**config.mk**
```make
export PLATFORM = sky130hd
export DESIGN_NAME = maskable_interrupt_control_flat
export DESIGN_NICKNAME = d
export VERILOG_FILES = /design/src/pkg/mic_pkg.sv /design/src/pkg/mic_if.sv /design/src/maskable_interrupt_control.sv /design/src/mic_resolve.sv /design/src/flat_wrapper.sv
export SDC_FILE = /design/constraint.sdc
export NUM_CORES = 1
export LEC_CHECK = 0
export BUFFER_PORTS_ARGS = -buffer_cell sky130_fd_sc_hd__clkbuf_2
export CAP_MARGIN = 20
export CORE_MARGIN = 2
export CORE_UTILIZATION = 58
export CTS_BUF_LIST = sky130_fd_sc_hd__clkbuf_2 sky130_fd_sc_hd__clkbuf_4 sky130_fd_sc_hd__clkbuf_8
export CTS_CLUSTER_SIZE = 40
export DETAILED_ROUTE_END_ITERATION = 8
export PLACE_DENSITY = 0.86
export SETUP_SLACK_MARGIN = 0.05
export SYNTH_ARGS = -nofsm -noshare
export SYNTH_HDL_FRONTEND = slang
export SYNTH_SLANG_ARGS = --single-unit
```
**constraint.sdc**
```tcl
create_clock -name ref_clk_i -period 31.3 [get_ports ref_clk_i]
set_input_delay 6.26 -clock ref_clk_i [delete_from_list [all_inputs] [get_ports ref_clk_i]]
set_output_delay 6.26 -clock ref_clk_i [all_outputs]
set_load 0.05 [all_outputs]
```
**src/pkg/mic_pkg.sv**
```systemverilog
// Shared constants and types for the maskable interrupt control block
package mic_pkg;

  // ----------------------------------------------------------------
  // Sources and per-source control register layout
  // ----------------------------------------------------------------
  localparam int NSRC = 8;
  localparam int IDX_W = 3;
  localparam int CREG_W = 8;
  localparam int LVL_W = 3;
  localparam int LVL_LSB = 0;
  localparam int REQ_BIT = 3;
  localparam logic [CREG_W-1:0] CREG_RST = 8'h00;

  // ----------------------------------------------------------------
  // Flag register layout
  // ----------------------------------------------------------------
  localparam int FLG_W = 16;
  localparam int FLG_I = 0;
  localparam int FLG_D = 1;
  localparam int FLG_U = 2;
  localparam int IPL_LSB = 4;
  localparam logic [FLG_W-1:0] FLG_RST = 16'h0000;

  // ----------------------------------------------------------------
  // Addresses, vector table and interrupt numbers
  // ----------------------------------------------------------------
  localparam int ADDR_W = 20;
  localparam logic [ADDR_W-1:0] ACK_ADDR = 20'h00000;
  localparam int VEC_TBL_BYTES = 256;
  localparam int VEC_ENTRY_BYTES = 4;
  localparam int VEC_SHIFT = $clog2(VEC_ENTRY_BYTES);
  localparam int NUM_W = $clog2(VEC_TBL_BYTES / VEC_ENTRY_BYTES);
  localparam logic [NUM_W-1:0] SRC_NUM_BASE = 6'h04;
  localparam logic [NUM_W-1:0] SWI_USP_LO = 6'h20;
  localparam logic [NUM_W-1:0] SWI_USP_HI = 6'h3F;

  // ----------------------------------------------------------------
  // Software settle gap before re-enabling, in cycles
  // ----------------------------------------------------------------
  localparam int GAP_W = 3;
  localparam logic [GAP_W-1:0] GAP_NOP = 3'h2;
  localparam logic [GAP_W-1:0] GAP_NOP_HOLD = 3'h4;

  // ----------------------------------------------------------------
  // State machines
  // ----------------------------------------------------------------
  typedef enum logic [2:0] {
    SEQ_IDLE   = 3'b000,
    SEQ_ACK    = 3'b001,
    SEQ_SAVE   = 3'b010,
    SEQ_CLR    = 3'b011,
    SEQ_PUSHF  = 3'b100,
    SEQ_PUSHPC = 3'b101,
    SEQ_VEC    = 3'b110,
    SEQ_SETIPL = 3'b111
  } mic_seq_e;

  typedef enum logic [1:0] {
    H_IDLE = 2'b00,
    H_DIS  = 2'b01,
    H_WR   = 2'b10
  } mic_host_e;

endpackage

```
**src/pkg/mic_if.sv**
```systemverilog
// Link between the interrupt control end and the CPU core end
`timescale 1ns/1ps
interface mic_if;
  // Driven by the interrupt control end
  logic [mic_pkg::FLG_W-1:0] flag_register;
  logic [mic_pkg::NSRC-1:0][mic_pkg::CREG_W-1:0] creg;
  logic take;
  logic ack_rd;
  logic [mic_pkg::ADDR_W-1:0] ack_addr;
  logic [mic_pkg::NUM_W-1:0] ack_num;
  logic [mic_pkg::LVL_W-1:0] ack_lvl;
  logic push_vld;
  logic [mic_pkg::ADDR_W-1:0] push_data;
  logic vec_rd;
  logic [mic_pkg::ADDR_W-1:0] vec_addr;
  logic jump;
  logic [mic_pkg::ADDR_W-1:0] jump_addr;
  logic busy;
  // Driven by the CPU core end
  logic creg_wr;
  logic [mic_pkg::IDX_W-1:0] creg_idx;
  logic [mic_pkg::CREG_W-1:0] creg_wdata;
  logic [mic_pkg::CREG_W-1:0] creg_wmask;
  logic creg_move;
  logic flg_wr;
  logic [mic_pkg::FLG_W-1:0] flg_wdata;
  logic [mic_pkg::FLG_W-1:0] flg_wmask;
  logic instr_done;
  logic string_run;
  logic swi_req;
  logic [mic_pkg::NUM_W-1:0] swi_num;
  logic [mic_pkg::ADDR_W-1:0] pc;
  logic [mic_pkg::ADDR_W-1:0] vec_base;
  logic vec_ack;
  logic [mic_pkg::ADDR_W-1:0] vec_data;

  modport ctl (
    output flag_register, creg, take, ack_rd, ack_addr, ack_num, ack_lvl, push_vld,
    output push_data, vec_rd, vec_addr, jump, jump_addr, busy,
    input creg_wr, creg_idx, creg_wdata, creg_wmask, creg_move, flg_wr,
    input flg_wdata, flg_wmask, instr_done, string_run, swi_req, swi_num,
    input pc, vec_base, vec_ack, vec_data
  );

  modport cpu (
    input flag_register, creg, take, ack_rd, ack_addr, ack_num, ack_lvl, push_vld,
    input push_data, vec_rd, vec_addr, jump, jump_addr, busy,
    output creg_wr, creg_idx, creg_wdata, creg_wmask, creg_move, flg_wr,
    output flg_wdata, flg_wmask, instr_done, string_run, swi_req, swi_num,
    output pc, vec_base, vec_ack, vec_data
  );
endinterface

```
**src/maskable_interrupt_control.sv**
```systemverilog
// Interrupt control end: control registers, flags, acceptance, entry
//
// Overview of operation
// - Enable flag gates all maskables; reset clears it
// - Gating never touches non-maskable software interrupts
// - Per-source control registers; flags hold enable, threshold
// - Source request sets its pending bit
// - Writing zero clears pending; never write one
// - Three-bit level, zero disables, seven highest
// - Accept needs enable, pending, level above threshold
// - Threshold n admits only levels above n
// - Enable, pending, level, threshold stored independently
// - Rewrite control register only with interrupts disabled
// - Settle gap before re-enabling after rewrite
// - Masked logic writes preserve concurrent requests
// - Move writes of zero clear the pending bit even against a concurrent request
// - Resolve at instruction end, enter next cycle
// - String and repeat instructions suspend for entry
// - Acknowledge read at zero; pending clears on the same edge
// - Copy pre-sequence flags into hidden temporary
// - Clear enable, trace, stack select; keep for 32-63
// - Push flag copy, then program counter
// - Load accepted level into threshold
// - Jump to routine start after entry
// - Equal levels resolved by fixed hardware order
// - Vector at base plus four times number
`timescale 1ns/1ps
module maskable_interrupt_control (
  input wire logic ref_clk_i,
  input wire logic rst_n_i,
  input wire logic [mic_pkg::NSRC-1:0] src_req_i,
  output logic [mic_pkg::NSRC-1:0] src_pend_o,
  output logic busy_o,
  mic_if.ctl ifc
);
  // ----------------------------------------------------------------
  // State
  // ----------------------------------------------------------------
  logic [mic_pkg::NSRC-1:0][mic_pkg::CREG_W-1:0] creg_q, creg_d;
  logic [mic_pkg::FLG_W-1:0] flg_q, flg_d;
  logic [mic_pkg::FLG_W-1:0] tmp_q, tmp_d;
  mic_pkg::mic_seq_e seq_q, seq_d;
  logic [mic_pkg::IDX_W-1:0] sel_q, sel_d;
  logic [mic_pkg::NUM_W-1:0] num_q, num_d;
  logic [mic_pkg::LVL_W-1:0] lvl_q, lvl_d;
  logic swi_q, swi_d;
  logic take_q, take_d;
  logic ack_q, ack_d;
  logic push_q, push_d;
  logic [mic_pkg::ADDR_W-1:0] pdat_q, pdat_d;
  logic vrd_q, vrd_d;
  logic [mic_pkg::ADDR_W-1:0] vaddr_q, vaddr_d;
  logic [mic_pkg::ADDR_W-1:0] vdat_q, vdat_d;
  logic jump_q, jump_d;
  logic [mic_pkg::ADDR_W-1:0] jaddr_q, jaddr_d;
  logic busy_q, busy_d;

  logic hit;
  logic [mic_pkg::IDX_W-1:0] hit_idx;
  logic [mic_pkg::LVL_W-1:0] hit_lvl;
  logic ack_clr;
  logic bound;
  logic keep_u;

  // ----------------------------------------------------------------
  // Resolver
  // ----------------------------------------------------------------
  mic_resolve mic_resolve_inst (
    .creg_i(creg_q),
    .ien_i(flg_q[mic_pkg::FLG_I]),
    .ipl_i(flg_q[mic_pkg::IPL_LSB +: mic_pkg::LVL_W]),
    .hit_o(hit),
    .idx_o(hit_idx),
    .lvl_o(hit_lvl)
  );

  // Hardware clears the accepted source in the acknowledge step
  assign ack_clr = (seq_q == mic_pkg::SEQ_ACK) && !swi_q;
  // String and repeat instructions offer a boundary every cycle
  assign bound = ifc.instr_done | ifc.string_run;
  // Software interrupts 32 to 63 keep the stack select flag
  assign keep_u = swi_q && (num_q >= mic_pkg::SWI_USP_LO) &&
    (num_q <= mic_pkg::SWI_USP_HI);

  // ----------------------------------------------------------------
  // Per-source control registers
  // ----------------------------------------------------------------
  genvar g;
  generate
    for (g = 0; g < mic_pkg::NSRC; g++) begin : g_creg
      logic wr_hit;
      logic req_clr;
      assign wr_hit = ifc.creg_wr &&
        (ifc.creg_idx == mic_pkg::IDX_W'(g));
      // A masked write of zero clears; a one leaves the bit alone
      assign req_clr = (wr_hit && ifc.creg_wmask[mic_pkg::REQ_BIT] &&
        !ifc.creg_wdata[mic_pkg::REQ_BIT]) ||
        (ack_clr && sel_q == mic_pkg::IDX_W'(g));

      always_comb begin
        creg_d[g] = creg_q[g];
        if (wr_hit) begin
          // Only masked bits change; level and pending are separate
          creg_d[g] = (creg_q[g] & ~ifc.creg_wmask) |
            (ifc.creg_wdata & ifc.creg_wmask);
        end
        creg_d[g][mic_pkg::REQ_BIT] = creg_q[g][mic_pkg::REQ_BIT];
        if (req_clr) begin
          creg_d[g][mic_pkg::REQ_BIT] = 1'b0;
        end
        if (src_req_i[g] && !(wr_hit && ifc.creg_move && req_clr)) begin
          // Set beats clear, except a move write that clears
          creg_d[g][mic_pkg::REQ_BIT] = 1'b1;
        end
      end
    end
  endgenerate

  // ----------------------------------------------------------------
  // Flags and entry sequence, next values
  // ----------------------------------------------------------------
  always_comb begin
    flg_d = flg_q;
    tmp_d = tmp_q;
    seq_d = seq_q;
    sel_d = sel_q;
    num_d = num_q;
    lvl_d = lvl_q;
    swi_d = swi_q;
    take_d = 1'b0;
    ack_d = 1'b0;
    push_d = 1'b0;
    pdat_d = pdat_q;
    vrd_d = 1'b0;
    vaddr_d = vaddr_q;
    vdat_d = vdat_q;
    jump_d = 1'b0;
    jaddr_d = jaddr_q;
    busy_d = busy_q;
    // Software flag writes touch only the masked bits
    if (ifc.flg_wr && seq_q == mic_pkg::SEQ_IDLE) begin
      flg_d = (flg_q & ~ifc.flg_wmask) |
        (ifc.flg_wdata & ifc.flg_wmask);
    end
    unique case (seq_q)
      mic_pkg::SEQ_IDLE: begin
        if (ifc.swi_req && ifc.instr_done) begin
          // Software interrupts bypass enable, pending and threshold
          swi_d = 1'b1;
          num_d = ifc.swi_num;
          take_d = 1'b1;
          busy_d = 1'b1;
          seq_d = mic_pkg::SEQ_ACK;
        end else if (hit && bound) begin
          swi_d = 1'b0;
          sel_d = hit_idx;
          lvl_d = hit_lvl;
          num_d = mic_pkg::SRC_NUM_BASE + mic_pkg::NUM_W'(hit_idx);
          take_d = 1'b1;
          busy_d = 1'b1;
          seq_d = mic_pkg::SEQ_ACK;
        end
      end
      mic_pkg::SEQ_ACK: begin
        ack_d = !swi_q;
        seq_d = mic_pkg::SEQ_SAVE;
      end
      mic_pkg::SEQ_SAVE: begin
        // Flags are untouched until here, so this is the old value
        tmp_d = flg_q;
        seq_d = mic_pkg::SEQ_CLR;
      end
      mic_pkg::SEQ_CLR: begin
        flg_d[mic_pkg::FLG_I] = 1'b0;
        flg_d[mic_pkg::FLG_D] = 1'b0;
        if (!keep_u) begin
          flg_d[mic_pkg::FLG_U] = 1'b0;
        end
        seq_d = mic_pkg::SEQ_PUSHF;
      end
      mic_pkg::SEQ_PUSHF: begin
        push_d = 1'b1;
        pdat_d = {{(mic_pkg::ADDR_W - mic_pkg::FLG_W){1'b0}}, tmp_q};
        seq_d = mic_pkg::SEQ_PUSHPC;
      end
      mic_pkg::SEQ_PUSHPC: begin
        push_d = 1'b1;
        pdat_d = ifc.pc;
        vrd_d = 1'b1;
        vaddr_d = ifc.vec_base + {{(mic_pkg::ADDR_W - mic_pkg::NUM_W -
          mic_pkg::VEC_SHIFT){1'b0}}, num_q,
          {mic_pkg::VEC_SHIFT{1'b0}}};
        seq_d = mic_pkg::SEQ_VEC;
      end
      mic_pkg::SEQ_VEC: begin
        // Waits as long as the core takes to return the vector
        if (ifc.vec_ack) begin
          vdat_d = ifc.vec_data;
          seq_d = mic_pkg::SEQ_SETIPL;
        end
      end
      mic_pkg::SEQ_SETIPL: begin
        if (!swi_q) begin
          flg_d[mic_pkg::IPL_LSB +: mic_pkg::LVL_W] = lvl_q;
        end
        jump_d = 1'b1;
        jaddr_d = vdat_q;
        busy_d = 1'b0;
        seq_d = mic_pkg::SEQ_IDLE;
      end
    endcase
  end

  // ----------------------------------------------------------------
  // Registers
  // ----------------------------------------------------------------
  always_ff @(posedge ref_clk_i or negedge rst_n_i) begin
    if (!rst_n_i) begin
      creg_q <= {mic_pkg::NSRC{mic_pkg::CREG_RST}};
      flg_q <= mic_pkg::FLG_RST;
      tmp_q <= mic_pkg::FLG_RST;
      seq_q <= mic_pkg::SEQ_IDLE;
      sel_q <= '0;
      num_q <= '0;
      lvl_q <= '0;
      swi_q <= 1'b0;
      take_q <= 1'b0;
      ack_q <= 1'b0;
      push_q <= 1'b0;
      pdat_q <= '0;
      vrd_q <= 1'b0;
      vaddr_q <= '0;
      vdat_q <= '0;
      jump_q <= 1'b0;
      jaddr_q <= '0;
      busy_q <= 1'b0;
    end else begin
      creg_q <= creg_d;
      flg_q <= flg_d;
      tmp_q <= tmp_d;
      seq_q <= seq_d;
      sel_q <= sel_d;
      num_q <= num_d;
      lvl_q <= lvl_d;
      swi_q <= swi_d;
      take_q <= take_d;
      ack_q <= ack_d;
      push_q <= push_d;
      pdat_q <= pdat_d;
      vrd_q <= vrd_d;
      vaddr_q <= vaddr_d;
      vdat_q <= vdat_d;
      jump_q <= jump_d;
      jaddr_q <= jaddr_d;
      busy_q <= busy_d;
    end
  end

  // ----------------------------------------------------------------
  // Outputs, straight from flip-flops except the fixed acknowledge address
  // ----------------------------------------------------------------
  generate
    for (g = 0; g < mic_pkg::NSRC; g++) begin : g_pend
      assign src_pend_o[g] = creg_q[g][mic_pkg::REQ_BIT];
    end
  endgenerate
  assign busy_o = busy_q;
  assign ifc.flag_register = flg_q;
  assign ifc.creg = creg_q;
  assign ifc.take = take_q;
  assign ifc.ack_rd = ack_q;
  assign ifc.ack_addr = mic_pkg::ACK_ADDR; // Fixed acknowledge address
  assign ifc.ack_num = num_q;
  assign ifc.ack_lvl = lvl_q;
  assign ifc.push_vld = push_q;
  assign ifc.push_data = pdat_q;
  assign ifc.vec_rd = vrd_q;
  assign ifc.vec_addr = vaddr_q;
  assign ifc.jump = jump_q;
  assign ifc.jump_addr = jaddr_q;
  assign ifc.busy = busy_q;
endmodule

```
**src/mic_resolve.sv**
```systemverilog
// Priority resolution across the maskable sources
`timescale 1ns/1ps
module mic_resolve (
  input wire logic [mic_pkg::NSRC-1:0][mic_pkg::CREG_W-1:0] creg_i,
  input wire logic ien_i,
  input wire logic [mic_pkg::LVL_W-1:0] ipl_i,
  output logic hit_o,
  output logic [mic_pkg::IDX_W-1:0] idx_o,
  output logic [mic_pkg::LVL_W-1:0] lvl_o
);
  logic [mic_pkg::NSRC-1:0] elig;

  // ----------------------------------------------------------------
  // Eligibility per source
  // ----------------------------------------------------------------
  genvar g;
  generate
    for (g = 0; g < mic_pkg::NSRC; g++) begin : g_elig
      // Level 0 never beats any threshold, so it is disabled for free
      assign elig[g] = ien_i & creg_i[g][mic_pkg::REQ_BIT] &
        (creg_i[g][mic_pkg::LVL_LSB +: mic_pkg::LVL_W] > ipl_i);
    end
  endgenerate

  // ----------------------------------------------------------------
  // Highest level wins; ties go to the lower source index
  // ----------------------------------------------------------------
  always_comb begin
    hit_o = 1'b0;
    idx_o = '0;
    lvl_o = '0;
    for (int i = mic_pkg::NSRC - 1; i >= 0; i--) begin
      if (elig[i] && (!hit_o ||
          creg_i[i][mic_pkg::LVL_LSB +: mic_pkg::LVL_W] >= lvl_o)) begin
        hit_o = 1'b1;
        idx_o = mic_pkg::IDX_W'(i);
        lvl_o = creg_i[i][mic_pkg::LVL_LSB +: mic_pkg::LVL_W];
      end
    end
  end
endmodule

```
**src/flat_wrapper.sv**
```systemverilog
// flat-port wrapper written by rule: the top's interface ports become plain ports
module maskable_interrupt_control_flat 
  (ref_clk_i, rst_n_i, src_req_i, src_pend_o, busy_o, ifc_flag_register, ifc_creg, ifc_take, ifc_ack_rd, ifc_ack_addr, ifc_ack_num, ifc_ack_lvl, ifc_push_vld, ifc_push_data, ifc_vec_rd, ifc_vec_addr, ifc_jump, ifc_jump_addr, ifc_busy, ifc_creg_wr, ifc_creg_idx, ifc_creg_wdata, ifc_creg_wmask, ifc_creg_move, ifc_flg_wr, ifc_flg_wdata, ifc_flg_wmask, ifc_instr_done, ifc_string_run, ifc_swi_req, ifc_swi_num, ifc_pc, ifc_vec_base, ifc_vec_ack, ifc_vec_data);
  mic_if ifc_i ();
  input wire logic ref_clk_i;
  input wire logic rst_n_i;
  input wire logic [mic_pkg::NSRC-1:0] src_req_i;
  output logic [mic_pkg::NSRC-1:0] src_pend_o;
  output logic busy_o;
  output wire logic [$bits(ifc_i.flag_register)-1:0] ifc_flag_register;
  output wire logic [$bits(ifc_i.creg)-1:0] ifc_creg;
  output wire logic [$bits(ifc_i.take)-1:0] ifc_take;
  output wire logic [$bits(ifc_i.ack_rd)-1:0] ifc_ack_rd;
  output wire logic [$bits(ifc_i.ack_addr)-1:0] ifc_ack_addr;
  output wire logic [$bits(ifc_i.ack_num)-1:0] ifc_ack_num;
  output wire logic [$bits(ifc_i.ack_lvl)-1:0] ifc_ack_lvl;
  output wire logic [$bits(ifc_i.push_vld)-1:0] ifc_push_vld;
  output wire logic [$bits(ifc_i.push_data)-1:0] ifc_push_data;
  output wire logic [$bits(ifc_i.vec_rd)-1:0] ifc_vec_rd;
  output wire logic [$bits(ifc_i.vec_addr)-1:0] ifc_vec_addr;
  output wire logic [$bits(ifc_i.jump)-1:0] ifc_jump;
  output wire logic [$bits(ifc_i.jump_addr)-1:0] ifc_jump_addr;
  output wire logic [$bits(ifc_i.busy)-1:0] ifc_busy;
  input wire logic [$bits(ifc_i.creg_wr)-1:0] ifc_creg_wr;
  input wire logic [$bits(ifc_i.creg_idx)-1:0] ifc_creg_idx;
  input wire logic [$bits(ifc_i.creg_wdata)-1:0] ifc_creg_wdata;
  input wire logic [$bits(ifc_i.creg_wmask)-1:0] ifc_creg_wmask;
  input wire logic [$bits(ifc_i.creg_move)-1:0] ifc_creg_move;
  input wire logic [$bits(ifc_i.flg_wr)-1:0] ifc_flg_wr;
  input wire logic [$bits(ifc_i.flg_wdata)-1:0] ifc_flg_wdata;
  input wire logic [$bits(ifc_i.flg_wmask)-1:0] ifc_flg_wmask;
  input wire logic [$bits(ifc_i.instr_done)-1:0] ifc_instr_done;
  input wire logic [$bits(ifc_i.string_run)-1:0] ifc_string_run;
  input wire logic [$bits(ifc_i.swi_req)-1:0] ifc_swi_req;
  input wire logic [$bits(ifc_i.swi_num)-1:0] ifc_swi_num;
  input wire logic [$bits(ifc_i.pc)-1:0] ifc_pc;
  input wire logic [$bits(ifc_i.vec_base)-1:0] ifc_vec_base;
  input wire logic [$bits(ifc_i.vec_ack)-1:0] ifc_vec_ack;
  input wire logic [$bits(ifc_i.vec_data)-1:0] ifc_vec_data;
  assign ifc_flag_register = ifc_i.flag_register;
  assign ifc_creg = ifc_i.creg;
  assign ifc_take = ifc_i.take;
  assign ifc_ack_rd = ifc_i.ack_rd;
  assign ifc_ack_addr = ifc_i.ack_addr;
  assign ifc_ack_num = ifc_i.ack_num;
  assign ifc_ack_lvl = ifc_i.ack_lvl;
  assign ifc_push_vld = ifc_i.push_vld;
  assign ifc_push_data = ifc_i.push_data;
  assign ifc_vec_rd = ifc_i.vec_rd;
  assign ifc_vec_addr = ifc_i.vec_addr;
  assign ifc_jump = ifc_i.jump;
  assign ifc_jump_addr = ifc_i.jump_addr;
  assign ifc_busy = ifc_i.busy;
  assign ifc_i.creg_wr = ifc_creg_wr;
  assign ifc_i.creg_idx = ifc_creg_idx;
  assign ifc_i.creg_wdata = ifc_creg_wdata;
  assign ifc_i.creg_wmask = ifc_creg_wmask;
  assign ifc_i.creg_move = ifc_creg_move;
  assign ifc_i.flg_wr = ifc_flg_wr;
  assign ifc_i.flg_wdata = ifc_flg_wdata;
  assign ifc_i.flg_wmask = ifc_flg_wmask;
  assign ifc_i.instr_done = ifc_instr_done;
  assign ifc_i.string_run = ifc_string_run;
  assign ifc_i.swi_req = ifc_swi_req;
  assign ifc_i.swi_num = ifc_swi_num;
  assign ifc_i.pc = ifc_pc;
  assign ifc_i.vec_base = ifc_vec_base;
  assign ifc_i.vec_ack = ifc_vec_ack;
  assign ifc_i.vec_data = ifc_vec_data;
  maskable_interrupt_control u_core (.ref_clk_i(ref_clk_i), .rst_n_i(rst_n_i), .src_req_i(src_req_i), .src_pend_o(src_pend_o), .busy_o(busy_o), .ifc(ifc_i));
endmodule
```
==> run summary, run 1 <==
Global routing finished with a remaining overflow of 0. Tracing the worst setup path back leads to its startpoint at u_core.ifc.flag_register[5]. The synthesized netlist occupies a cell area of 10200 um2.

For the floorplan core area, the log shows 17300 um2. Setup repair after global routing left no endpoint under its margin. The logs give 1302 for the fill cell total of the finished layout and 8293 for the total number of vias. The endpoint identified for the worst register-to-register timing path is u_core.ifc.ack_num[2]. The run gives 31.63 ns as the endpoint required time on the critical path. The cell that appears most often on the critical path is ha_1. The post-route netlist has 38.5% of its cells at a drive strength greater than 1. The longest clock path from root to sink contains 2 buffers. Synthesis produced a netlist whose cell count is 955. The logs give 0 for the number of buffers inserted by hold repair at cts and 41800 um for the global-route wire length before repair.

The starting utilization of the core area is 59.1%. The library cell used as clock root buffer is clkbuf_8. The relative contribution of combinational cells to total power was 52.8%. Entering global routing, the biggest net connects 78 pins. The logs give 6.00 nW for the leakage power summed over all cells and 0.878 for the final estimated routing congestion in global placement. The final-stage net count was 1419. The final period utilization is 39.3%, and the power density normalized to cell area is 105 nW/um2. The number of cell instances on the worst register-to-register path was 59.

For the final wirelength, the log shows 27800 um. For the number of sinks driven by the clock tree, the log shows 198. TritonCTS built the clock tree. The clock latency reported for the late side of the worst-skew pair came out at 0.47 ns. Yosys mapped the design onto 64 distinct sky130hd cell types.

The worst hold slack was 0.487 ns. The logs give 0 ns for the accumulated negative setup slack and 0.0780 mV for the maximum vdd drop. The sequential power share is 33.7%, and the number of buffers added on ports is 297. The sequential cell area fraction in the yosys report is 48.4%. Among all flip-flop cells after synthesis, the most frequent one is dfrtp_1. Global routing consumed, over all layers together, 29.3% of the routing resources. Endpoint class of the critical path: a flop. The clock period could shrink to 12.29 ns.

The highest fanout seen on the critical path is 11. For this block, the initial DRC count from the detailed router was 418. The share of total power dissipated in the clock network is 13.6%. In this run the vertical extent of the chip is 137 um.

Setup violations remaining at the end of the flow were counted as 0. The count of unresolved DRC violations after routing was 0; the clock edge transition at the registers on the reported setup and hold paths was 0.12 ns. Class of the most critical hold timing path: reg -> reg.

Yosys printed 0 warnings. The die covers 18700 um2. The worst reg-to-reg setup slack was 19.01 ns. The internal portion of the total power is 0.000636 W. The beginning of the worst register-to-register path is u_core.ifc.flag_register[5]. Headroom to the max-slew limit came out at 31.4%.

The synthesized design contains 0 enable-type register cells. The detail route stage leaves a number of antenna-violating nets equal to 0. The logs give 0 for the buffer count from post-CTS setup fixing and 48 for the number of cell rows. Share of total power consumed by net switching: 50.5%. The H-tree level count is 4, and the area growth from synthesis to layout is 19.6%. The switching power came out at 0.000649 W. The number of slew-limit violations in the final report was 0; the first-pass iteration count of the detailed router was 8. Gates resized during post-CTS repair numbered 0. The type of the worst setup path was reg -> reg. After synthesis, the mean cell area works out to 10.7 um2. The max-cap check violation count was 0; the async set-reset flop share out of synthesis was 100%. The mean number of vias per cell came out at 5.63. On the critical path, the stage with the largest delay is an instance of a31oi_1.

Synthesis inferred 198 register bits. The largest single stage delay on the critical path is 0.45 ns. The worst path buffer plus inverter count came out at 2. Data arrives at the worst endpoint at 12.61 ns. The critical path runs through a total of 59 cells.

The count of pins on the block boundary is 318. The run gives 0 as the number of hold-slack violations in the final timing report. Derived from the worst setup path, the maximum achievable clock frequency is 81.4 MHz. The run gives 0.0158 ns as the worst clock skew. On the critical path the largest part of the delay comes from compound AO/OA/AOI/OAI gates.

The flow ran to the end, and the final reports show no timing, DRC or antenna violations. The number of antenna violations at the first check in global routing was 1. For the estimated wirelength of the detail-placed design, the log shows 21400 um. Once placement finished, the instance area stood at 11800 um2. The number of clock buffers inserted by TritonCTS came out at 17.

After routing the design area is 12200 um2. The via count of the first global-routing pass is 7816, and the die extent in x is 137 um. The actual transition at the worst max-transition pin was 1.02 ns; the average detailed-routed wire length per instance was 18.8 um. STA classifies the critical path startpoint as a flop. In this run the worst setup path terminates at u_core.ifc.ack_num[2].
logic make-up after synthesis:
kind of cell             after synthesis  synth area share [%]
AND/OR/NAND/NOR                      297                  13.1
flip-flops                           198                  48.4
AO/OA/AOI/OAI                        156                  10.5
multiplexers                         143                  15.5
buffers and inverters                 91                  4.48
adder cells (fa/ha/maj)               52                  6.43
XOR/XNOR                              17                  1.46
other                                  1                0.0367
synth_stat cells (4+ instances only):
library cell  instances  area share [%]
a22oi_1              12            0.88
nor2b_1              11            0.67
a22o_1                4            0.34
buf_4                30             2.2
o21a_1                7            0.51
o21ai_0              53             2.6
ha_1                 51             6.2
nor2_1               32             1.2
xor2_1                4            0.34
xnor2_1              13             1.1
or3_1                 4            0.24
inv_1                23            0.84
nand3_1              24             1.2
dfrtp_1             198              48
and2_1               10            0.61
nor3b_1               5            0.37
nor3_1               16            0.78
o211ai_1              4            0.29
mux2_2              125              14
nand2b_1             14            0.86
clkbuf_1             21            0.77
a31oi_1               8            0.49
mux2i_1              18             1.8
buf_1                13            0.48
nand2_1             165             6.1
a21o_1               11            0.81
a21oi_1              23             1.1
power groups by stage:
stage	registers, W	clock network [W]	logic (W)
3_5_place_dp	0.000437	0	0.000677
4_1_cts	0.000432	0.000178	0.000679
3_3_place_gp	0.000431	0	0.000659
5_1_grt	0.000445	0.000187	0.000725
2_1_floorplan	0.000664	0	0.000273
6_report	0.000433	0.000174	0.000678
how the worst min path moves through the flow:
stage,start,endpoint,slack [ns],cells after the start
6_report,u_core.ifc.push_data[16],u_core.ifc.push_data[16],0.49,2
5_1_grt,u_core.ifc.vec_addr[19],u_core.ifc.vec_addr[19],0.52,2
4_1_cts,u_core.ifc.vec_addr[19],u_core.ifc.vec_addr[19],0.49,2
3_5_place_dp,u_core.ifc.push_data[16],u_core.ifc.push_data[16],0.47,2
3_3_place_gp,u_core.ifc.push_data[18],u_core.ifc.push_data[18],0.45,2
2_1_floorplan,u_core.sel_q[2],u_core.sel_q[2],0.46,2
placed cells by master (no fill, tap or decap), types with 10 or more instances in the layout:
master	Yosys	final
nor2b_1	11	11
a22oi_1	12	12
o21ai_0	53	53
inv_1	23	23
mux2_2	125	125
nor2_1	32	32
nand2_1	165	165
dfrtp_1	198	198
clkbuf_2	1	296
a21o_1	11	11
a21oi_1	23	23
clkbuf_8	0	18
conb_1	1	20
nor3_1	16	15
nand2b_1	14	14
nand3_1	24	24
xnor2_1	13	13
mux2i_1	18	18
and2_1	10	10
ha_1	51	51
worst reg2reg max path: cells and delay by family, from the launching register on:
kind / cells / cell delay (ns)
flip-flops: 1 / 0.40
AND/OR/NAND/NOR: 18 / 3.25
AO/OA/AOI/OAI: 31 / 6.04
adder cells (fa/ha/maj): 8 / 2.13
buffers and inverters: 2 / 0.35
stage by stage:
stage          std cells  total power, W  utilization, %  worst slack (ns)
3_3_place_gp        1438         0.00109            68.1             19.63
5_1_grt             1472         0.00136            70.7             18.11
4_1_cts             1470         0.00129            70.6             19.19
3_5_place_dp        1438         0.00111            68.1             19.27
2_1_floorplan        974        0.000937               -             20.09
6_report            1473         0.00129            70.7             19.01
layout make-up:
type,count,area [um2],area share [%]
Multi-Input combinational cell,685,4900,40.0
Inverter,24,90.1,0.736
Timing Repair Buffer,307,1580,12.9
Antenna cell,2,5.00,0.0409
Clock inverter,15,191,1.57
Tap cell,225,282,2.30
Clock buffer,17,234,1.91
Sequential cell,198,4950,40.5
layer usage:
metal  part of all wire [%]  GRT usage [%]  vias to the layer above
li1                       -              -                     3879
met1                     40           36.9                     4025
met2                     49           48.7                      341
met3                    8.3           8.30                       48
met4                    2.5           10.2                        0
met5                      0              0                        -
Note: power is estimated with default switching activity, not from simulation.
==> run 2, diff against run 1 <==
--- a/config.mk
+++ b/config.mk
@@ -5,14 +5,15 @@
 export SDC_FILE = /design/constraint.sdc
 export NUM_CORES = 1
 export LEC_CHECK = 0
+export ABC_AREA = 1
 export BUFFER_PORTS_ARGS = -buffer_cell sky130_fd_sc_hd__clkbuf_2
 export CAP_MARGIN = 20
 export CORE_MARGIN = 2
-export CORE_UTILIZATION = 58
+export CORE_UTILIZATION = 48
 export CTS_BUF_LIST = sky130_fd_sc_hd__clkbuf_2 sky130_fd_sc_hd__clkbuf_4 sky130_fd_sc_hd__clkbuf_8
 export CTS_CLUSTER_SIZE = 40
 export DETAILED_ROUTE_END_ITERATION = 8
-export PLACE_DENSITY = 0.86
+export PLACE_DENSITY = 0.76
 export SETUP_SLACK_MARGIN = 0.05
 export SYNTH_ARGS = -nofsm -noshare
 export SYNTH_HDL_FRONTEND = slang
==> constraint.sdc (replaced) <==
create_clock -name ref_clk_i -period 10.55 [get_ports ref_clk_i]
set_input_delay 2.11 -clock ref_clk_i [delete_from_list [all_inputs] [get_ports ref_clk_i]]
set_output_delay 2.11 -clock ref_clk_i [all_outputs]
set_load 0.05 [all_outputs]
==> run 2 against run 1 <==
Net effect: total power increased to 2.9 times the previous value; maximum frequency increased by 34%; global-route usage decreased by 3.9 points; routed wire length increased by 1.6%; synthesized area decreased by 0.46%; synthesized cell count increased by 25%; critical endpoint unchanged; largest power group unchanged.
==> run summary, run 2 <==
The via count of the first global-routing pass is 8827 (was 7816). Commonest cells in the netlist: nand2_1 (335), dfrtp_1 (198), o21ai_0 (112) (was dfrtp_1 (198), nand2_1 (165), mux2_2 (125)). The most common cell in the netlist was nand2_1 (was dfrtp_1).

The clock edge transition at the registers on the reported setup and hold paths came out at 0.12 ns (about the same). The run finished with clean final reports. The logs give 0 (unchanged) for the final setup violation count and 0.00376 W (was 0.00129 W) for the overall power of the completed layout.

Endpoint class of the critical path: a flop (unchanged). The final wirelength is 28200 um (was 27800 um), and the worst slew slack as a fraction of its limit is 29.7% (was 31.4%). The minimum clock period was 9.15 ns (was 12.29 ns); the number of cell rows was 53 (was 48). The number of antenna violations at the first check in global routing is 0 (was 1), and the number of clock buffers inserted by TritonCTS is 17 (unchanged).

For the synthesized cell area, the log shows 10200 um2 (about the same). The tools report the arrival time reported for the critical path endpoint as 9.53 ns (was 12.61 ns). Type of the worst setup path: reg -> reg (unchanged). TritonCTS built the clock tree.

The post-synthesis cell type with the largest combined area is dfrtp_1 (unchanged). The tools report the endpoint required time on the critical path as 10.92 ns (was 31.63 ns). Accumulated negative setup slack: 0 ns (unchanged).

Worst hold slack: 0.481 ns (was 0.487 ns). The tools report the total number of vias as 9031 (was 8293). The logs give 2 (unchanged) for the maximum count of clock buffers along a single path and 0 (unchanged) for the number of hold-slack violations in the final timing report.

The number of antenna-violating nets in the routed design is 0 (unchanged), and the starting utilization of the core area is 48.7% (was 59.1%). The largest net degree at the start of global routing was 73 (was 78); the final estimated routing congestion in global placement was 0.880 (was 0.878). The average detailed-routed wire length per instance came out at 16.1 um (was 18.8 um). The tools report the library cell used as clock root buffer as clkbuf_8 (unchanged). The critical path's slowest cell was dfrtp_1 (was a31oi_1). Class of the most critical hold timing path: reg -> reg (unchanged). The leading cell type in the layout, fill and taps excluded is nand2_1 (was clkbuf_2).

Die extent in x: 150 um (was 137 um). The most used flip-flop cell after synthesis was dfrtp_1 (unchanged). The number of sinks driven by the clock tree is 198 (unchanged), and the largest stage delay on the critical path is 0.41 ns (was 0.45 ns).

The logs give 0.144 mV (was 0.0780 mV) for the maximum vdd drop and 1190 (was 955) for the cell count after synthesis. The count of routing violations after the opening detailed-route iteration was 562 (was 418); the async set-reset flop share out of synthesis was 100% (unchanged). The tools report the yosys synthesis warning count as 0 (unchanged).

The first-pass iteration count of the detailed router came out at 6 (was 8). Cell area reported after detailed placement: 11800 um2 (about the same). Global-route congestion overflow total: 0 (unchanged). The run gives 48.7% (was 48.4%) as the sequential cell area fraction in the yosys report.

Most frequent cell on the critical path: nand2_1 (was ha_1). Setup repair after global routing left no endpoint under its margin. The proportion of netlist area held by the largest area contributor was 48.7% (was 48.4%); the register bit count reported by yosys was 198 (unchanged).

The count of unresolved DRC violations after routing is 0 (unchanged), and the final period utilization is 86.8% (was 39.3%). For the max-cap check violation count, the log shows 0 (unchanged). The H-tree level count was 4 (unchanged). The area growth from synthesis to layout works out to 19.6% (about the same). The die outline area is 22400 um2 (was 18700 um2).

Most used cells in the layout excluding fill and tap cells: nand2_1 (335), clkbuf_2 (296), dfrtp_1 (198) (was clkbuf_2 (296), dfrtp_1 (198), nand2_1 (165)). The global-route wire length before repair came out at 44600 um (was 41800 um). The per-instance average area after synthesis is 8.56 um2 (was 10.7 um2), and the highest fanout seen on the critical path is 9 (was 11). The share of final-layout standard cells stronger than drive strength 1 was 27.0% (was 38.5%). The quantity of gates resized following cts was 0 (unchanged). The tools report the number of slew-limit violations in the final report as 0 (unchanged).

Number of buffers inserted by hold repair at cts: 0 (unchanged). The logs give 109 MHz (was 81.4 MHz) for the maximum clock frequency and 44 (was 64) for the number of distinct library cells after synthesis. The estimated wirelength of the detail-placed design came out at 21300 um (was 21400 um). The power density normalized to cell area is 309 nW/um2 (was 105 nW/um2).

The height of the die is 150 um (was 137 um). The number of flops mapped to enable cells by yosys is 0 (unchanged), and the leakage power summed over all cells is 6.44 nW (was 6.00 nW). The mean number of vias per cell works out to 5.14 (was 5.63). The actual transition at the worst max-transition pin is 1.05 ns (was 1.02 ns), and the buffer count from post-CTS setup fixing is 0 (unchanged). The final-stage net count is 1655 (was 1419), and the count of pins on the block boundary is 318 (unchanged). Leading post-synthesis cells by cell area: dfrtp_1 (49%), nand2_1 (12%), ha_1 (6.3%) (was dfrtp_1 (48%), mux2_2 (14%), ha_1 (6.2%)). The worst clock skew was 0.0225 ns (was 0.0158 ns). The clock latency reported for the late side of the worst-skew pair is 0.48 ns (was 0.47 ns), and the post-route cell area is 12200 um2 (about the same). The floorplan core area is 20900 um2 (was 17300 um2). Startpoint class of the critical path: a flop (unchanged). The combined global-route utilization of all metal layers was 25.4% (was 29.3%).

The number of buffers added on ports is 297 (unchanged). The number of inserted diodes came out at 0 (was 2).
[run 2: cell count changes after synthesis, sizes merged, moves of 14 or more]
| cell | previous run | this run |
|---|---|---|
| mux2 | 125 | 38 |
| a21oi | 23 | 61 |
| o21ai | 56 | 122 |
| inv | 24 | 102 |
| nand2b | 14 | 0 |
| mux2i | 18 | 0 |
| nand3 | 24 | 56 |
| nand2 | 165 | 348 |
| nor2 | 32 | 82 |
[run 2: area by class of cell]
type	instances	area, um2
inverters	103	387
well taps	275	344
clock buffers	17	234
multi-input cells	848	4550
repair buffers	301	1530
clock inverters	14	178
flip-flops and latches	198	4950
fillers	1888	8710
[run 2: routing by layer]
layer / vias to the layer above / part of all wire (%) / GRT usage (%)
met2: 357 / 46 / 39.3
met3: 68 / 7.1 / 5.58
li1: 4400 / - / -
met1: 4206 / 43 / 34.0
met5: - / 0 / 0
met4: 0 / 3.9 / 12.2
[run 2: report_power, final]
part / internal [W] / total [W] / switching, W
logic: 0.000539 / 0.00197 / 0.00143
clock network: 0.000201 / 0.000509 / 0.000308
registers: 0.00104 / 0.00128 / 0.000235
total: 0.00178 / 0.00376 / 0.00198
[run 2: stage by stage]
stage          instances  util, %  setup slack (ns)
2_1_floorplan       1209        -              2.00
3_3_place_gp        1725     56.3              1.82
3_5_place_dp        1725     56.3              1.53
4_1_cts             1756     58.3              1.43
5_1_grt             1756     58.3             0.143
6_report            1756     58.3              1.40
[run 2: worst max-delay path, delay by kind of cell (launching register included)]
family | cells | cell delay (ns)
compound gates | 14 | 1.75
fa+ha+maj | 8 | 2.28
flops | 1 | 0.41
simple gates | 40 | 4.13
buf+inv | 4 | 0.49
[run 2: final timing paths]
path | startpoint | slack [ns] | cells after the start | to
min in group asynchronous | rst_n_i | 1.60 | 1 | asynchronous set/reset pin
max | u_core.ifc.flag_register[6] | 1.40 | 66 | u_core.ifc.ack_num[2]
max reg2reg | u_core.ifc.flag_register[6] | 1.40 | 66 | u_core.ifc.ack_num[2]
min reg2reg | u_core.ifc.jump_addr[9] | 0.48 | 2 | u_core.ifc.jump_addr[9]
max in group asynchronous | rst_n_i | 7.67 | 2 | u_core.ifc.creg[19]
min | u_core.ifc.jump_addr[9] | 0.48 | 2 | u_core.ifc.jump_addr[9]
[run 2: cell families after synthesis]
family | synth area share [%]
and+or+nand+nor | 21.5
AOI/OAI and AO/OA | 10.5
DFF | 48.7
buffers and inverters | 7.30
adders and majority gates | 6.46
muxes | 4.20
xor gates and xnor gates | 1.29
other | 0.0368
==> run 3, diff against run 2 <==
--- a/config.mk
+++ b/config.mk
@@ -13,7 +13,7 @@
 export CTS_BUF_LIST = sky130_fd_sc_hd__clkbuf_2 sky130_fd_sc_hd__clkbuf_4 sky130_fd_sc_hd__clkbuf_8
 export CTS_CLUSTER_SIZE = 40
 export DETAILED_ROUTE_END_ITERATION = 8
-export PLACE_DENSITY = 0.76
+export PLACE_DENSITY = 0.85
 export SETUP_SLACK_MARGIN = 0.05
 export SYNTH_ARGS = -nofsm -noshare
 export SYNTH_HDL_FRONTEND = slang
==> run 3 against run 2 <==
Net effect: via count increased by 1.5%; highest routed layer unchanged; utilization increased by 0.17 points; sequential share of layout area decreased by 0.12 points; setup slack got worse by 0.046 ns; combinational power about the same; die area unchanged; sequential cell count unchanged; largest cell class unchanged; routed wire length increased by 1.7%; final area increased by 0.29%; hold slack got worse by 0.0032 ns.
==> run summary, run 3 (same netlist as run 2, synthesis figures left out) <==
The number of buffers inserted by hold repair at cts is 0 (unchanged). The tools report the hold path endpoint as u_core.ifc.jump_addr[4] (was u_core.ifc.jump_addr[9]). The logs give 1656 (was 1655) for the final-stage net count and 33.1% (was 34.0%) for the global-route track usage on met1.

The tools report the startpoint of the worst hold path as u_core.vdat_q[4] (was u_core.ifc.jump_addr[9]). The beginning of the worst register-to-register path is u_core.ifc.flag_register[6] (unchanged). The arrival time reported for the critical path endpoint came out at 9.58 ns (was 9.53 ns). For the largest net degree at the start of global routing, the log shows 120 (was 73).

The type of the worst setup path is reg -> reg (unchanged). For the post-layout worst setup margin, the log shows 1.35 ns (was 1.40 ns). The largest stage delay on the critical path came out at 0.41 ns (about the same).

The maximum vdd drop was 0.129 mV (was 0.144 mV). The max-cap check violation count came out at 0 (unchanged). The final period utilization came out at 87.2% (was 86.8%). The run gives 9167 (was 9031) as the total number of vias.

The run finished with clean final reports. The logs give 0 (unchanged) for the quantity of gates resized following cts and 5 (was 6) for the first-pass iteration count of the detailed router. The library cell used as clock root buffer was clkbuf_8 (unchanged). The minimum clock period came out at 9.20 ns (was 9.15 ns). For the endpoint required time on the critical path, the log shows 10.93 ns (was 10.92 ns).

The die extent in x was 150 um (unchanged); the number of instances on the worst hold path was 2 (unchanged). The height of the die was 150 um (unchanged). The average detailed-routed wire length per instance was 16.3 um (was 16.1 um). The accumulated negative setup slack came out at 0 ns (unchanged).

The number of antenna violations at the first check in global routing was 0 (unchanged); the number of antenna-violating nets in the routed design was 0 (unchanged). The number of buffers added on ports was 297 (unchanged). For the buffer count from post-CTS setup fixing, the log shows 0 (unchanged).

Combined global-route utilization of all metal layers: 25.4% (about the same). The capture instance of the worst register-to-register path is u_core.ifc.ack_num[2] (unchanged). The tools report the number of sinks driven by the clock tree as 198 (unchanged). Setup repair after global routing left no endpoint under its margin. The met2 routing resource usage after global routing is 41.9% (was 39.3%). Leakage power summed over all cells: 6.46 nW (was 6.44 nW). Startpoint class of the critical path: a flop (unchanged).

The worst reg-to-reg setup slack was 1.35 ns (was 1.40 ns). The global-route wire length before repair is 44500 um (was 44600 um), and the mean number of vias per cell is 5.21 (was 5.14). For the number of hold-slack violations in the final timing report, the log shows 0 (unchanged). The clock latency reported for the late side of the worst-skew pair is 0.49 ns (was 0.48 ns), and the clock edge transition at the registers on the reported setup and hold paths is 0.11 ns (was 0.12 ns). The highest fanout seen on the critical path was 9 (unchanged). The die outline area was 22400 um2 (unchanged). The tools report the number of slew-limit violations in the final report as 0 (unchanged). The run gives 48.7% (unchanged) as the starting utilization of the core area. The run gives 53 (unchanged) as the number of cell rows.

Most used cells in the layout excluding fill and tap cells: nand2_1 (335), clkbuf_2 (296), dfrtp_1 (198) (unchanged). The via count of the first global-routing pass came out at 8750 (was 8827). The count of unresolved DRC violations after routing came out at 0 (unchanged). The worst clock skew was 0.0214 ns (was 0.0225 ns); the area growth from synthesis to layout was 19.9% (was 19.6%). The maximum count of clock buffers along a single path is 2 (unchanged).

Power density normalized to cell area: 309 nW/um2 (about the same). The class of the most critical hold timing path is reg -> reg (unchanged). For the number of clock buffers inserted by TritonCTS, the log shows 17 (unchanged). The most congested layer reported by global routing is met2 (unchanged). The critical path's slowest cell was dfrtp_1 (unchanged).

The cell class contributing the biggest share of worst-path delay was simple AND/OR/NAND/NOR gates (unchanged). TritonCTS built the clock tree. The count of routing violations after the opening detailed-route iteration is 574 (was 562). For the worst-case setup slack after placement, the log shows 1.44 ns (was 1.53 ns). The share of final-layout standard cells stronger than drive strength 1 is 27.1% (was 27.0%), and the number of inserted diodes is 0 (unchanged).

The leading cell type in the layout, fill and taps excluded was nand2_1 (unchanged). The tools report the final estimated routing congestion in global placement as 0.909 (was 0.880). The run gives 0 (unchanged) as the global-route congestion overflow total. Most frequent cell on the critical path: nand2_1 (unchanged).

The estimated wirelength of the detail-placed design was 21800 um (was 21300 um); the final setup violation count was 0 (unchanged). The count of pins on the block boundary came out at 318 (unchanged). The endpoint class of the critical path is a flop (unchanged).

For the floorplan core area, the log shows 20900 um2 (unchanged). Worst slew slack as a fraction of its limit: 35.9% (was 29.7%). The maximum clock frequency was 109 MHz (about the same); the actual transition at the worst max-transition pin was 0.959 ns (was 1.05 ns).

The worst path buffer plus inverter count was 4 (unchanged). The number of cell instances on the worst register-to-register path was 66 (unchanged). The logs give 4 (unchanged) for the H-tree level count and 4.82% (was 5.58%) for the met3 capacity usage during global routing.

The tools report the final wirelength as 28700 um (was 28200 um).
-- run 3: changes by cell type in the layout (fill, tap and decap cells not counted) --
cell,before,now
inv_12,1,2
buf_6,0,1
clkinv_4,3,1
buf_4,4,3
bufinv_16,1,0
inv_8,2,3
buf_16,0,1
clkbuf_4,0,1
clkinv_8,3,4
-- run 3: routing by layer --
layer  vias to the layer above  part of all wire (%)
li1                       4404                     -
met1                      4343                    42
met2                       363                    48
met3                        57                   6.8
met4                         0                   3.4
met5                         -                     0
-- run 3: power breakdown --
group	switching, W	total (W)	internal [W]
Combinational	0.00144	0.00199	0.000542
Sequential	0.000243	0.00128	0.00104
Clock	0.000317	0.000504	0.000187
-- run 3: layout make-up --
cell class                 count  area, um2
timing repair buffer         302       1560
fill                        1864       8680
clock inverter                14        174
clock buffer                  18        241
inverter                     103        387
tap                          275        344
sequential                   198       4950
multi-input combinational    848       4550
-- run 3: worst max path at each step --
stage / from / to / slack (ns) / depth (start not counted)
6_report: u_core.ifc.flag_register[6] / u_core.ifc.ack_num[2] / 1.35 / 66
5_1_grt: u_core.ifc.flag_register[6] / u_core.ifc.ack_num[2] / 0.14 / 67
4_1_cts: u_core.ifc.flag_register[6] / u_core.ifc.ack_num[2] / 1.41 / 65
3_5_place_dp: u_core.ifc.flag_register[6] / u_core.ifc.ack_num[2] / 1.44 / 66
3_3_place_gp: u_core.ifc.flag_register[6] / u_core.ifc.ack_num[2] / 1.77 / 66
2_1_floorplan: u_core.ifc.flag_register[6] / u_core.ifc.ack_num[2] / 2.00 / 65
-- run 3: stage by stage --
stage | util [%] | total power (W) | hold WS, ns | cells | instance area [um2]
floorplan | - | 0.00275 | 0.444 | 1209 | 10300
global placement | 56.3 | 0.00321 | 0.450 | 1724 | 11800
detailed placement | 56.3 | 0.00328 | 0.459 | 1724 | 11800
CTS | 58.3 | 0.00379 | 0.483 | 1756 | 12200
global route | 58.5 | 0.00403 | 0.501 | 1758 | 12200
finish | 58.5 | 0.00377 | 0.477 | 1758 | 12200
-- run 3: worst register-to-register path: cells and delay by family (launching register included) --
kind	cells	cell delay, ns
AOI/OAI and AO/OA	12	1.49
adders and majority gates	8	2.23
buffers and inverters	4	0.51
DFF	1	0.41
and+or+nand+nor	42	4.44
